### config.mk
export PLATFORM = sky130hd
export DESIGN_NAME = ssr_status_report
export DESIGN_NICKNAME = d
export VERILOG_FILES = /design/src/rtl/ssr_pkg.sv /design/src/rtl/ssr_status_group.sv /design/src/rtl/ssr_status_report.sv
export SDC_FILE = /design/constraint.sdc
export NUM_CORES = 1
export LEC_CHECK = 0
export BUFFER_PORTS_ARGS = -buffer_cell sky130_fd_sc_hd__buf_2
export CORE_AREA = 2 2 167 169
export CTS_CLUSTER_DIAMETER = 150
export DETAILED_ROUTE_END_ITERATION = 7
export DIE_AREA = 0 0 169 171
export GPL_TIMING_DRIVEN = 0
export PLACE_DENSITY = 0.76
export SETUP_SLACK_MARGIN = 0.4
export SYNTH_ARGS = -nofsm -noshare
export SYNTH_HDL_FRONTEND = slang
export SYNTH_SLANG_ARGS = --single-unit
### constraint.sdc
create_clock -name mclk -period 1.95 [get_ports mclk]
set_input_delay 0.0975 -clock mclk [delete_from_list [all_inputs] [get_ports mclk]]
set_output_delay 0.0975 -clock mclk [all_outputs]
set_load 0.005 [all_outputs]
### src/rtl/ssr_pkg.sv
// status reporting package: register map, field positions, reset values, carriers
// assumes a 32-bit classic wishbone bus with byte addresses
package ssr_pkg;

   localparam int NUM_GROUPS = 4;
   localparam int GRP_W = 16;

   // group index, address bits [6:5]
   localparam logic [1:0] GRP_OPER = 2'h0;
   localparam logic [1:0] GRP_QUES = 2'h1;
   localparam logic [1:0] GRP_DEV = 2'h2;
   localparam logic [1:0] GRP_STD = 2'h3;

   // word offsets inside a group window
   localparam logic [4:0] FLD_COND = 5'h00;
   localparam logic [4:0] FLD_PTR = 5'h04;
   localparam logic [4:0] FLD_NTR = 5'h08;
   localparam logic [4:0] FLD_EVT = 5'h0c;
   localparam logic [4:0] FLD_ENA = 5'h10;

   // summary block
   localparam logic [7:0] OFS_STB = 8'h80;
   localparam logic [7:0] OFS_SRE = 8'h84;
   localparam logic [7:0] OFS_CTRL = 8'h88;

   // control word bits (write only)
   localparam int CTRL_CLS = 0;
   localparam int CTRL_PRESET = 1;

   // status byte bit positions
   localparam int STB_DEV = 1;
   localparam int STB_ERRQ = 2;
   localparam int STB_QUES = 3;
   localparam int STB_MAV = 4;
   localparam int STB_ESB = 5;
   localparam int STB_RQS = 6;
   localparam int STB_OPER = 7;

   // valid bits: 16-bit groups drop bit 15, byte groups keep the low byte
   localparam logic [15:0] MASK16 = 16'h7fff;
   localparam logic [15:0] MASK8 = 16'h00ff;
   localparam logic [15:0] GRP_VALID [NUM_GROUPS] = '{MASK16, MASK16, MASK16, MASK8};

   localparam logic [15:0] PTR_PRESET = 16'hffff;
   localparam logic [15:0] NTR_PRESET = 16'h0000;
   localparam logic [15:0] ENA_RESET = 16'h0000;
   localparam logic [7:0] SRE_RESET = 8'h00;
   // rqs is never an enable source
   localparam logic [7:0] SRE_MASK = 8'hbf;

   typedef struct packed {
      logic cyc;
      logic stb;
      logic we;
      logic [7:0] adr;
      logic [3:0] sel;
      logic [31:0] dat;
   } ssr_wb_req_type;

   typedef struct packed {
      logic ack;
      logic [31:0] dat;
   } ssr_wb_rsp_type;

   typedef struct packed {
      logic [15:0] cond;
      logic [15:0] prev;
      logic [15:0] ptr;
      logic [15:0] ntr;
      logic [15:0] evt;
      logic [15:0] ena;
   } ssr_grp_state_type;

   typedef struct packed {
      logic ack;
      logic [31:0] rdat;
      logic [7:0] sre;
      logic srq;
      logic mav;
      logic errq;
   } ssr_top_state_type;

endpackage

### src/rtl/ssr_status_group.sv
// one status group: condition, transition filters, latched event, enable, summary
// assumes condition inputs are synchronous to mclk
`timescale 1ns/1ps
module ssr_status_group #(
   parameter logic [15:0] VALID = ssr_pkg::MASK16
) (
   // clock and reset
   input wire logic mclk,
   input wire logic rst_b,
   // live condition
   input wire logic [15:0] cond_in,
   // host side controls
   input wire logic [15:0] wr_data,
   input wire logic [1:0] ptr_we,
   input wire logic [1:0] ntr_we,
   input wire logic [1:0] ena_we,
   input wire logic evt_clr,
   input wire logic preset,
   // register images
   output ssr_pkg::ssr_grp_state_type view,
   output logic summary
);

   localparam ssr_pkg::ssr_grp_state_type RST_STATE = '{
      cond: 16'h0000, prev: 16'h0000, ptr: ssr_pkg::PTR_PRESET & VALID,
      ntr: ssr_pkg::NTR_PRESET, evt: 16'h0000, ena: ssr_pkg::ENA_RESET};

   ssr_pkg::ssr_grp_state_type s_reg, s_next;
   logic [15:0] qual_set;

   function automatic logic [15:0] merge(input logic [15:0] old, input logic [15:0] nw, input logic [1:0] be);
      merge = {be[1] ? nw[15:8] : old[15:8], be[0] ? nw[7:0] : old[7:0]};
   endfunction

   // masked rise or fall, as chosen by the filters
   assign qual_set = ((s_reg.cond & ~s_reg.prev & s_reg.ptr) | (~s_reg.cond & s_reg.prev & s_reg.ntr)) & VALID;

   always_comb begin
      s_next = s_reg;
      s_next.cond = cond_in & VALID;
      s_next.prev = s_reg.cond;
      // filters keep their value across clears and reads
      s_next.ptr = merge(s_reg.ptr, wr_data, ptr_we) & VALID;
      s_next.ntr = merge(s_reg.ntr, wr_data, ntr_we) & VALID;
      if (preset) begin
         s_next.ptr = ssr_pkg::PTR_PRESET & VALID;
         s_next.ntr = ssr_pkg::NTR_PRESET;
      end
      s_next.ena = merge(s_reg.ena, wr_data, ena_we) & VALID;
      // a new event beats a clear in the same cycle
      s_next.evt = ((evt_clr ? 16'h0000 : s_reg.evt) | qual_set) & VALID;
   end

   always_ff @(posedge mclk) begin
      if (!rst_b) begin
         s_reg <= RST_STATE;
      end else begin
         s_reg <= s_next;
      end
   end

   assign view = s_reg;
   assign summary = |(s_reg.evt & s_reg.ena);
endmodule

### src/rtl/ssr_status_report.sv
// status reporting top: four status groups, status byte, service request line,
// classic wishbone register slave
// assumes condition, queue and bus inputs are synchronous to mclk
//
// Chosen here: the register addresses and the Wishbone slave port.
`timescale 1ns/1ps

// Summary of operation
// - condition registers track live state every cycle and are read only
// - event bit sets on a rise or fall only when that filter bit allows
// - both filters are host read/write; clears and reads never change them
// - preset loads negative filter with zeros, positive filter with ones
// - a set event bit holds until the event register is cleared
// - event register is read only, cleared by its read or clear-status
// - group summary is the or of event anded with enable
// - enable registers are read/write; reading leaves them unchanged
// - every group holds condition, both filters, event and enable
// - service request asserts while any enabled status byte bit is set
// - status byte bit 4 (weight 16) shows queued output data
// - reading the request enable mask returns the weighted enabled bits
// - with no request enabled the block never signals, only answers reads
// - status byte and standard event apart from operation and questionable
// - operation and questionable are 16 bits; byte groups are 8 bits
// - top bit of every 16-bit group is unused and reads zero
// - message available clears once all queued output has been read
module ssr_status_report (
   // clock and reset
   input wire logic mclk,
   input wire logic rst_b,
   // wishbone slave
   input ssr_pkg::ssr_wb_req_type wb_req,
   output ssr_pkg::ssr_wb_rsp_type wb_rsp,
   // live conditions
   input wire logic [15:0] oper_cond,
   input wire logic [15:0] ques_cond,
   input wire logic [15:0] dev_cond,
   input wire logic [7:0] std_cond,
   // queue levels
   input wire logic err_queue_nonempty,
   input wire logic out_queue_nonempty,
   // service request line toward the controller
   output logic srq
);

   localparam ssr_pkg::ssr_top_state_type RST_STATE = '{
      ack: 1'b0, rdat: 32'h0000_0000, sre: ssr_pkg::SRE_RESET,
      srq: 1'b0, mav: 1'b0, errq: 1'b0};

   ssr_pkg::ssr_top_state_type s_reg, s_next;

   // per group wiring
   logic [15:0] cond_all [ssr_pkg::NUM_GROUPS];
   ssr_pkg::ssr_grp_state_type view [ssr_pkg::NUM_GROUPS];
   logic [ssr_pkg::NUM_GROUPS-1:0] sum;
   logic [1:0] ptr_we [ssr_pkg::NUM_GROUPS];
   logic [1:0] ntr_we [ssr_pkg::NUM_GROUPS];
   logic [1:0] ena_we [ssr_pkg::NUM_GROUPS];
   logic [ssr_pkg::NUM_GROUPS-1:0] evt_clr;

   // decode
   logic hit;
   logic wr;
   logic rd;
   logic in_grp;
   logic [1:0] grp;
   logic [4:0] fld;
   logic cls;
   logic preset;
   logic [7:0] stb_img;
   logic req_any;
   logic [31:0] rd_mux;

   assign cond_all[ssr_pkg::GRP_OPER] = oper_cond;
   assign cond_all[ssr_pkg::GRP_QUES] = ques_cond;
   assign cond_all[ssr_pkg::GRP_DEV] = dev_cond;
   assign cond_all[ssr_pkg::GRP_STD] = {8'h00, std_cond};

   // one access per request; ack is never repeated back to back
   assign hit = wb_req.cyc & wb_req.stb & ~s_reg.ack;
   assign wr = hit & wb_req.we;
   assign rd = hit & ~wb_req.we;
   assign in_grp = ~wb_req.adr[7];
   assign grp = wb_req.adr[6:5];
   assign fld = wb_req.adr[4:0];

   assign cls = wr & (wb_req.adr == ssr_pkg::OFS_CTRL) & wb_req.sel[0]
                & wb_req.dat[ssr_pkg::CTRL_CLS];
   assign preset = wr & (wb_req.adr == ssr_pkg::OFS_CTRL) & wb_req.sel[0]
                   & wb_req.dat[ssr_pkg::CTRL_PRESET];

   // all four groups sit in group windows, status byte and request enable in the
   // summary window
   always_comb begin
      for (int g = 0; g < ssr_pkg::NUM_GROUPS; g++) begin
         ptr_we[g] = 2'h0;
         ntr_we[g] = 2'h0;
         ena_we[g] = 2'h0;
         if (wr && in_grp && (grp == 2'(g))) begin
            if (fld == ssr_pkg::FLD_PTR) begin
               ptr_we[g] = wb_req.sel[1:0];
            end
            if (fld == ssr_pkg::FLD_NTR) begin
               ntr_we[g] = wb_req.sel[1:0];
            end
            if (fld == ssr_pkg::FLD_ENA) begin
               ena_we[g] = wb_req.sel[1:0];
            end
         end
         // reading the event word empties it; clear-status empties all
         evt_clr[g] = cls | (rd & in_grp & (grp == 2'(g)) & (fld == ssr_pkg::FLD_EVT));
      end
   end

   genvar gi;
   generate
      for (gi = 0; gi < ssr_pkg::NUM_GROUPS; gi++) begin : g_grp
         ssr_status_group #(
            .VALID(ssr_pkg::GRP_VALID[gi])
         ) u_grp (
            .mclk(mclk),
            .rst_b(rst_b),
            .cond_in(cond_all[gi]),
            .wr_data(wb_req.dat[15:0]),
            .ptr_we(ptr_we[gi]),
            .ntr_we(ntr_we[gi]),
            .ena_we(ena_we[gi]),
            .evt_clr(evt_clr[gi]),
            .preset(preset),
            .view(view[gi]),
            .summary(sum[gi])
         );
      end
   endgenerate

   // status byte; bit 0 is unused and reads zero
   always_comb begin
      stb_img = 8'h00;
      stb_img[ssr_pkg::STB_DEV] = sum[ssr_pkg::GRP_DEV];
      stb_img[ssr_pkg::STB_ERRQ] = s_reg.errq;
      stb_img[ssr_pkg::STB_QUES] = sum[ssr_pkg::GRP_QUES];
      stb_img[ssr_pkg::STB_MAV] = s_reg.mav;
      stb_img[ssr_pkg::STB_ESB] = sum[ssr_pkg::GRP_STD];
      stb_img[ssr_pkg::STB_RQS] = s_reg.srq;
      stb_img[ssr_pkg::STB_OPER] = sum[ssr_pkg::GRP_OPER];
   end

   // rqs is excluded so the line cannot hold itself up
   assign req_any = |(stb_img & s_reg.sre & ssr_pkg::SRE_MASK);

   // read mux; reads have no side effect except on the event word
   always_comb begin
      rd_mux = 32'h0000_0000;
      if (in_grp) begin
         case (fld)
            ssr_pkg::FLD_COND: rd_mux = {16'h0000, view[grp].cond};
            ssr_pkg::FLD_PTR: rd_mux = {16'h0000, view[grp].ptr};
            ssr_pkg::FLD_NTR: rd_mux = {16'h0000, view[grp].ntr};
            ssr_pkg::FLD_EVT: rd_mux = {16'h0000, view[grp].evt};
            ssr_pkg::FLD_ENA: rd_mux = {16'h0000, view[grp].ena};
            default: rd_mux = 32'h0000_0000;
         endcase
      end else begin
         case (wb_req.adr)
            ssr_pkg::OFS_STB: rd_mux = {24'h00_0000, stb_img};
            ssr_pkg::OFS_SRE: rd_mux = {24'h00_0000, s_reg.sre};
            default: rd_mux = 32'h0000_0000;
         endcase
      end
   end

   always_comb begin
      s_next = s_reg;
      s_next.ack = hit;
      s_next.rdat = rd ? rd_mux : 32'h0000_0000;
      if (wr && (wb_req.adr == ssr_pkg::OFS_SRE) && wb_req.sel[0]) begin
         s_next.sre = wb_req.dat[7:0] & ssr_pkg::SRE_MASK;
      end
      // queue levels follow their sources; no latching here
      s_next.mav = out_queue_nonempty;
      s_next.errq = err_queue_nonempty;
      s_next.srq = req_any;
   end

   always_ff @(posedge mclk) begin
      if (!rst_b) begin
         s_reg <= RST_STATE;
      end else begin
         s_reg <= s_next;
      end
   end

   assign wb_rsp = '{ack: s_reg.ack, dat: s_reg.rdat};
   assign srq = s_reg.srq;
endmodule

==> impl_metrics.json, run 1 <==
{
  "status": "finished, final reports clean",
  "crit_required_ns": 2.42,
  "crit_path_end_kind": "register",
  "drv_cap": 0,
  "die_w_um": 169,
  "max_freq_mhz": 535,
  "period_minus_slack_ns": 1.87,
  "wire_per_inst_um": 28.3,
  "cts_buffers": 37,
  "dp_hpwl_mm": 43.0,
  "clock_latency_ns": 0.54,
  "yosysWarnings": 0,
  "htreeDepth": 2,
  "critPathArrivalTime_ns": 2.34,
  "clockRootBuffer": "clkbuf_16",
  "yosysTopAreaCell": "dfxtp_1",
  "top_layer": "met4",
  "leakage_nw": 7.26,
  "drt-met1-wl_mm": 23.7,
  "period_share": 0.958,
  "start_util": 0.536,
  "die_h_um": 171,
  "synth-main-ff-cell": "dfxtp_1",
  "postRouteAntennaNets": 0,
  "ys_ff_latch": 344,
  "drt_wl_total_mm": 64.8,
  "critPathKind": "register to register",
  "fin_util": 0.732,
  "gp_congestion": 1.01,
  "clk_path_buf_depth": 3,
  "synth_edf_count": 0,
  "cts_sinks": 344,
  "num_rows": 61,
  "tightest_slew_ns": 0.968,
  "slew_headroom": 0.355,
  "vdd_ir_drop_max_uv": 750,
  "synthArstFlopShare": 0,
  "rsz0062_at_grt": "true",
  "min_path_type": "input pin to register",
  "antenna_found_initial": 0,
  "ys_types": 44,
  "drc_errors": 0,
  "synthToLayoutAreaGrowth_pct": 36.4,
  "core_um2": 27300,
  "path_clk_slew_ns": 0.07,
  "via_per_inst": 6.64,
  "synth_top_area_share": 0.470,
  "dieArea_um2": 28900,
  "setup_viol": 0,
  "post_synth.cell_area_avg_um2": 8.90,
  "io-pin-count": 141,
  "skew_ns": 0.0205,
  "layout.nets": 2024,
  "path_max_fanout": 7,
  "p_per_area_nw_per_um2": 802,
  "hold_violations": 0,
  "synthTopCellsByArea": "dfxtp_1 47%, o21ai_0 8.2%, nand2_1 7.4%",
  "ys_seq_area_frac": 0.470,
  "start_kind": "register",
  "first_pass_iters": 8,
  "synth_cells": 1646,
  "design_area_um2": 20000,
  "grt_overflow": 0,
  "grt_pass1_wl_mm": 88.2,
  "met3_length_mm": 9.57,
  "grt_usage": 0.422,
  "wl_met2_mm": 27.1,
  "grt_pass1_vias": 13500,
  "slew_viol_final": 0,
  "syn-cell-area_um2": 14700,
  "reg2reg_slack_ns": 0.08,
  "numPortBuffers": 92,
  "largest_reg_flops": 318,
  "vias": 15200,
  "layout_setup_ws_ns": 0.0823,
  "cts_tree": "done",
  "grt_max_degree": 14,
  "dpl_cell_area_um2": 15600,
  "pre_cts_ws_ns": -0.649,
  "drive_gt1_frac": 0.309,
  "power_mw": 16.0,
  "whs_ns": 0.0667,
  "first_iter_violations": 2097
}
==> worst max-delay path, cell delays in order, from the launching register on <==
cell       delay, ns
dfxtp_2         0.32
and4bb_4        0.39
buf_6           0.13
nand3_4         0.16
clkbuf_16       0.25
nor2_4          0.26
nand2_2         0.10
a21oi_2         0.19
==> Yosys cell counts (2+ instances only) <==
cell        n
a211o_1     2
a21oi_1   113
a21oi_2     3
a222oi_1    4
a22o_1     54
a22oi_1    54
a31oi_1    10
and2_1    114
and3_1      6
buf_1       2
buf_2      16
buf_4      45
clkbuf_1   89
dfxtp_1   344
inv_1       3
mux2i_1    35
mux4_2     40
nand2_1   287
nand2b_1    2
nand3_1    62
nand3b_1   53
nand4_1     6
nor2_1     28
nor2b_1     5
nor3_1      3
o211ai_1    2
o21ai_0   241
o22ai_1     5
or2_2       3
==> power by group <==
part / internal, mW / switching, mW
Sequential: 7.23 / 0.218
Clock: 4.12 / 2.99
Combinational: 0.638 / 0.838
Total: 12.0 / 4.05
==> metal layers <==
metal,up-vias,global-route usage
li1,6332,-
met1,7180,0.555
met2,1341,0.632
met3,331,0.133
met4,0,0.201
met5,-,0
==> worst paths after layout <==
check | startpoint | endpoint | cells after the start
max | wb_rsp[32]$_SDFF_PN0_ | g_grp[1].u_grp.view[41]$_SDFFE_PP0P_ | 7
min | wb_req[14] | g_grp[2].u_grp.view[14]$_SDFFE_PN0P_ | 3
max reg2reg | wb_rsp[32]$_SDFF_PN0_ | g_grp[1].u_grp.view[41]$_SDFFE_PP0P_ | 7
min reg2reg | srq$_SDFF_PN0_ | wb_rsp[6]$_SDFF_PP0_ | 2
==> timing repair <==
| item | 4_1_cts | 5_1_grt |
|---|---|---|
| endpoints found under the setup margin | 245 | 235 |
| resized for setup | 182 | 380 |
| hold endpoints to repair | 77 | 0 |
| pin swaps | 14 | 175 |
| cloned | 9 | 5 |
| hold buffers | 64 | 0 |
| buffers inserted | 17 | 29 |
==> cell type report <==
cell class | count | area (um^2)
Timing Repair Buffer | 216 | 1960
Tap cell | 346 | 433
Antenna cell | 1 | 2.50
Multi-Input combinational cell | 1161 | 8250
Buffer | 153 | 1220
Clock buffer | 48 | 1030
Inverter | 4 | 15.0
Fill cell | 1935 | 7340
Clock inverter | 15 | 164
Sequential cell | 344 | 6910
==> through the flow <==
| stage | std cells | setup TNS (ns) |
|---|---|---|
| 4_1_cts | 2253 | 0 |
| 3_5_place_dp | 2100 | -61.50 |
| 6_report | 2288 | 0 |
| 2_1_floorplan | 1662 | 0 |
| 3_3_place_gp | 2100 | -55.58 |
| 5_1_grt | 2287 | 0 |
==> cells by family after synthesis <==
logic type      share of synthesized area
simple gates                        0.193
flops                               0.470
compound gates                      0.197
other cells                      0.000256
buf+inv                            0.0536
mux                                0.0854
==> placed cells by master, fill, tap and decap left out, types with 5 or more instances in the layout <==
cell           instances
a21oi_1               53
a21oi_2               60
a22o_1                54
a22oi_1               37
a22oi_2               17
a31oi_4                9
and2_1               114
buf_12                24
buf_2                100
buf_4                 53
buf_6                 37
clkbuf_1              61
clkbuf_16             49
clkbuf_2               9
clkbuf_4               5
clkbuf_8               9
clkinv_2               9
conb_1                17
dfxtp_1              328
dfxtp_2               15
dlygate4sd3_1         64
mux2i_1               35
mux4_2                40
nand2_1              234
nand2_2               36
nand2_4               17
nand3_1               43
nand3_2               16
nand3b_1              53
nand4_1                6
nor2_1                 5
nor2_4                22
nor2b_1                5
o21ai_0              165
o21ai_1               45
o21ai_2               26
o21ai_4                5
Power figures use the tool's default switching activity.
==> inputs of run 2 (changes only) <==
Settings changed: CORE_AREA 2 2 167 169 to 2 2 176 178, DIE_AREA 0 0 169 171 to 0 0 178 180, SYNTH_HIERARCHICAL set to 1.
==> impl_metrics.json, run 2 <==
{
  "status": "finished, violations left",
  "violations": "DRC",
  "final_common_cell": "dfxtp_1",
  "via_per_inst": 5.72,
  "slew_viol_final": 0,
  "grt_pass1_vias": 12600,
  "setup_viol": 0,
  "htreeDepth": 2,
  "post_synth.cell_area_avg_um2": 10.5,
  "period_minus_slack_ns": 1.93,
  "min_path_type": "input pin to register",
  "drv_cap": 0,
  "yosysWarnings": 6,
  "path_clk_slew_ns": 0.06,
  "grt_overflow": 0,
  "gp_congestion": 1.04,
  "grt_max_degree": 15,
  "multi_input_area_um2": 8520,
  "skew_ns": 0.0154,
  "grt_pass1_wl_mm": 75.7,
  "dp_hpwl_mm": 36.6,
  "path_max_fanout": 10,
  "period_share": 0.990,
  "fill_cells": 2202,
  "largest_reg_flops": 318,
  "io-pin-count": 141,
  "fin_cells": 2282,
  "critPathArrivalTime_ns": 2.39,
  "fin_util": 0.682,
  "critPathLaunch": "wb_rsp[32]$_SDFF_PN0_",
  "num_rows": 64,
  "max_freq_mhz": 518,
  "die_h_um": 180,
  "tightest_slew_ns": 0.969,
  "vdd_ir_drop_max_uv": 577,
  "leakage_nw": 7.94,
  "vias": 13100,
  "synth_cells": 1555,
  "first_pass_iters": 8,
  "antenna_found_initial": 2,
  "cts_sinks": 345,
  "slew_headroom": 0.351,
  "critPathKind": "register to register",
  "clk_path_buf_depth": 3,
  "drive_gt1_frac": 0.319,
  "rsz0062_at_grt": "true",
  "clockRootBuffer": "clkbuf_16",
  "synthToLayoutAreaGrowth_pct": 26.6,
  "layout_setup_ws_ns": 0.0188,
  "grt_usage": 0.314,
  "postRouteAntennaNets": 0,
  "hold_start": "wb_req[5]",
  "die_w_um": 178,
  "regArea_um2": 6960,
  "first_iter_violations": 1557,
  "numPortBuffers": 100,
  "drc_errors": 6,
  "final_cell_mix": "311 x dfxtp_1, 158 x buf_4, 157 x mux2i_1",
  "pre_cts_ws_ns": -0.468,
  "syn-cell-area_um2": 16300,
  "r2r-start": "wb_rsp[32]$_SDFF_PN0_",
  "wire_per_inst_um": 22.3,
  "cts_buffers": 38,
  "drt_wl_total_mm": 50.8,
  "dieArea_um2": 32000,
  "layout.nets": 1964,
  "hold_violations": 0,
  "cts_tree": "done",
  "clock_latency_ns": 0.53,
  "crit_path_end_kind": "register",
  "core_um2": 30200,
  "p_per_area_nw_per_um2": 798,
  "start_kind": "register",
  "crit_required_ns": 2.41,
  "dpl.cell_count": 2117,
  "start_util": 0.539
}
-- run 2: layout make-up --
| type | instances | area share |
|---|---|---|
| multi-input combinational | 1042 | 0.414 |
| antenna | 1 | 0.000121 |
| timing repair buffer | 196 | 0.0697 |
| clock buffer | 53 | 0.0539 |
| clock inverter | 15 | 0.0103 |
| inverter | 1 | 0.000182 |
| buffer | 233 | 0.0897 |
| tap | 396 | 0.0241 |
| sequential | 345 | 0.338 |
-- run 2: per-layer routing --
metal  wire (um)  share of wire  global-route usage
met2       22000           0.43               0.469
met1       20600           0.41               0.435
met5          13        0.00026                   0
met4        2100          0.041               0.124
met3        6110           0.12              0.0819
-- run 2: worst max-delay path: stages, from the launching register on --
cell      delay (ns)
dfxtp_1         0.30
nand3b_1        0.16
buf_6           0.14
nor3_1          0.39
nand2_2         0.32
a31oi_1         0.39
a41o_1          0.17
-- run 2: worst paths after layout --
check,endpoint,slack [ns],depth (start not counted)
setup reg to reg,wb_rsp[6]$_SDFF_PP0_,0.02,6
hold reg to reg,g_grp[0].u_grp/view[66]$_SDFF_PN0_,0.48,1
setup / recovery,wb_rsp[6]$_SDFF_PP0_,0.02,6
hold / removal,g_grp[0].u_grp/view[37]$_SDFFE_PP0P_,0.03,3
-- run 2: metrics by stage --
stage	power (mW)	TNS [ns]	hold WS (ns)	area [um^2]
after floorplan	8.33	0	0.218	16700
after global placement	8.76	-33.19	0.304	17700
after detailed placement	8.79	-36.63	0.306	17700
after CTS	16.4	0	0.00739	20200
after global routing	16.9	-0.193	0.0313	20600
final	16.4	0	0.0291	20600
-- run 2: timing repair --
item | 4_1_cts | 5_1_grt
endpoints found under the hold margin | 90 | 0
resized for setup | 115 | 81
cloned | 3 | 0
setup endpoints to repair | 235 | 235
pin swaps | 36 | 34
hold buffers | 65 | 0
setup buffers | 22 | 6
-- run 2: where the power goes --
group / total [mW] / internal (mW) / switching, mW
clock network: 7.57 / 4.65 / 2.92
logic: 1.43 / 0.768 / 0.659
registers: 7.44 / 7.24 / 0.204
==> inputs of run 3 (changes only) <==
Settings changed: ABC_AREA set to 1, CORE_AREA 2 2 176 178 to 2 2 179 181, CTS_CLUSTER_SIZE set to 40, DIE_AREA 0 0 178 180 to 0 0 181 183.
==> impl_metrics.json, run 3 <==
{
  "die_h_um": 183,
  "fin_cells": 3345,
  "setup_viol": 0,
  "drv_cap": 0,
  "layout.nets": 3049,
  "grt_usage": 0.370,
  "min_path_type": "input pin to register",
  "critPathKind": "register to register",
  "tightest_slew_ns": 0.694,
  "leakage_nw": 11.6,
  "dpl.cell_count": 3186,
  "first_pass_iters": 6,
  "grt_overflow": 0,
  "final_common_cell": "nand2_1",
  "clock_latency_ns": 0.54,
  "dieArea_um2": 33100,
  "final_cell_mix": "883 x nand2_1, 327 x dfxtp_1, 262 x inv_1",
  "drt_wl_total_mm": 65.1,
  "grt_pass1_wl_mm": 93.1,
  "layout_setup_ws_ns": 0.0419,
  "dp_hpwl_mm": 45.5,
  "start_kind": "register",
  "skew_ns": 0.0336,
  "die_w_um": 181,
  "first_iter_violations": 2064,
  "vdd_ir_drop_max_uv": 643,
  "cts_sinks": 345,
  "largest_reg_flops": 318,
  "r2r-end": "g_grp[1].u_grp/view[24]$_SDFF_PN0_",
  "max_freq_mhz": 524,
  "htreeDepth": 1,
  "slew_headroom": 0.537,
  "fin_setup_tns_ns": 0,
  "core_um2": 31200,
  "slew_viol_final": 0,
  "p_per_area_nw_per_um2": 580,
  "period_share": 0.979,
  "vias": 17800,
  "num_rows": 65,
  "drive_gt1_frac": 0.271,
  "crit_path_end_kind": "register",
  "p_comb_frac": 0.141,
  "pwr-share-clk": 0.273,
  "critPathArrivalTime_ns": 2.36,
  "via_per_inst": 5.33,
  "synthToLayoutAreaGrowth_pct": 29.8,
  "dpl_cell_area_um2": 18300,
  "gp_congestion": 1.01,
  "path_clk_slew_ns": 0.15,
  "drc_errors": 0,
  "clockRootBuffer": "clkbuf_16",
  "hold_violations": 0,
  "r2r-start": "wb_rsp[32]$_SDFF_PN0_",
  "clk_path_buf_depth": 3,
  "period_minus_slack_ns": 1.91,
  "cts_tree": "done",
  "grt_pass1_vias": 16200,
  "p_int_mw": 9.23,
  "io-pin-count": 141,
  "synth_cells": 2616,
  "seqPwrFrac": 0.586,
  "p_switching_mw": 3.50,
  "crit_required_ns": 2.41,
  "whs_path_depth": 3,
  "syn-cell-area_um2": 16900,
  "path_max_fanout": 5,
  "status": "finished, final reports clean",
  "grt_max_degree": 41,
  "antenna_found_initial": 1,
  "wire_per_inst_um": 19.5,
  "start_util": 0.542,
  "hold_end": "wb_rsp[5]$_SDFF_PP0_",
  "switching_share": 0.275,
  "reg2reg_depth": 12,
  "reg2reg_slack_ns": 0.04,
  "cts_buffers": 12,
  "numPortBuffers": 102,
  "pre_cts_ws_ns": -0.676,
  "post_synth.cell_area_avg_um2": 6.47,
  "design_area_um2": 22000,
  "yosysWarnings": 6,
  "postRouteAntennaNets": 0,
  "rsz0062_at_grt": "true",
  "power_mw": 12.7,
  "hold_start": "wb_req[43]"
}
run 3: power by group through the flow:
stage / Clock [mW] / Sequential [mW] / Combinational (mW)
global placement: 0 / 7.56 / 1.37
global route: 3.69 / 7.48 / 1.93
CTS: 3.49 / 7.42 / 1.59
floorplan: 0 / 7.49 / 0.926
finish: 3.48 / 7.46 / 1.79
detailed placement: 0 / 7.56 / 1.39
run 3: critical path: stages, from the launching register on:
cell and delay, ns:
dfxtp_2 0.35, nor2_2 0.10, nand2_2 0.10, inv_2 0.09, nand4_1 0.10, buf_4 0.17, o31ai_4 0.30, inv_2 0.15
buf_8 0.18, nand2_2 0.06, nand3_2 0.07, nand2_1 0.09, inv_1 0.05
run 3: worst max path at each step:
stage                                startpoint                                    to  slack [ns]  cells after the start
after floorplan                      wb_req[37]  g_grp[3].u_grp/view[37]$_SDFFE_PP0P_        0.39                     10
after global placement               wb_req[37]    g_grp[1].u_grp/view[20]$_SDFF_PN0_       -0.67                     13
after detailed placement             wb_req[37]    g_grp[1].u_grp/view[25]$_SDFF_PN0_       -0.68                     13
after CTS                 wb_rsp[32]$_SDFF_PN0_    g_grp[1].u_grp/view[25]$_SDFF_PN0_        0.15                     12
after global routing      wb_rsp[32]$_SDFF_PN0_    g_grp[1].u_grp/view[16]$_SDFF_PN0_       -0.03                     12
final                     wb_rsp[32]$_SDFF_PN0_    g_grp[1].u_grp/view[24]$_SDFF_PN0_        0.04                     12
run 3: final cells by class:
cell class	count	area (um^2)
Multi-Input combinational cell	1802	9100
Inverter	300	1200
Clock buffer	13	325
Tap cell	402	503
Antenna cell	1	2.50
Fill cell	2617	9280
Timing Repair Buffer	244	2060
Buffer	237	1810
Clock inverter	1	16.3
Sequential cell	345	6930
run 3: what timing repair did:
action                                 CTS  global route
setup endpoints to repair              223           231
buffers inserted                        44            16
cloned                                   9             6
resized for setup                      285           314
endpoints found under the hold margin  116             2
hold buffers                            68             1
pin swaps                              101           133
run 3: metrics by stage:
step / util / hold WS, ns
global route: 0.703 / 0.0352
floorplan: - / 0.195
global placement: 0.585 / 0.278
detailed placement: 0.585 / 0.282
CTS: 0.660 / 0.00247
finish: 0.703 / 0.0268
run 3: layer usage:
metal  part of all wire  GRT usage  vias up
li1                   -          -     8444
met1               0.41      0.504     8169
met3               0.10     0.0596      191
met4              0.051      0.143        0
met2               0.44      0.590     1014
met5                  0          0        -
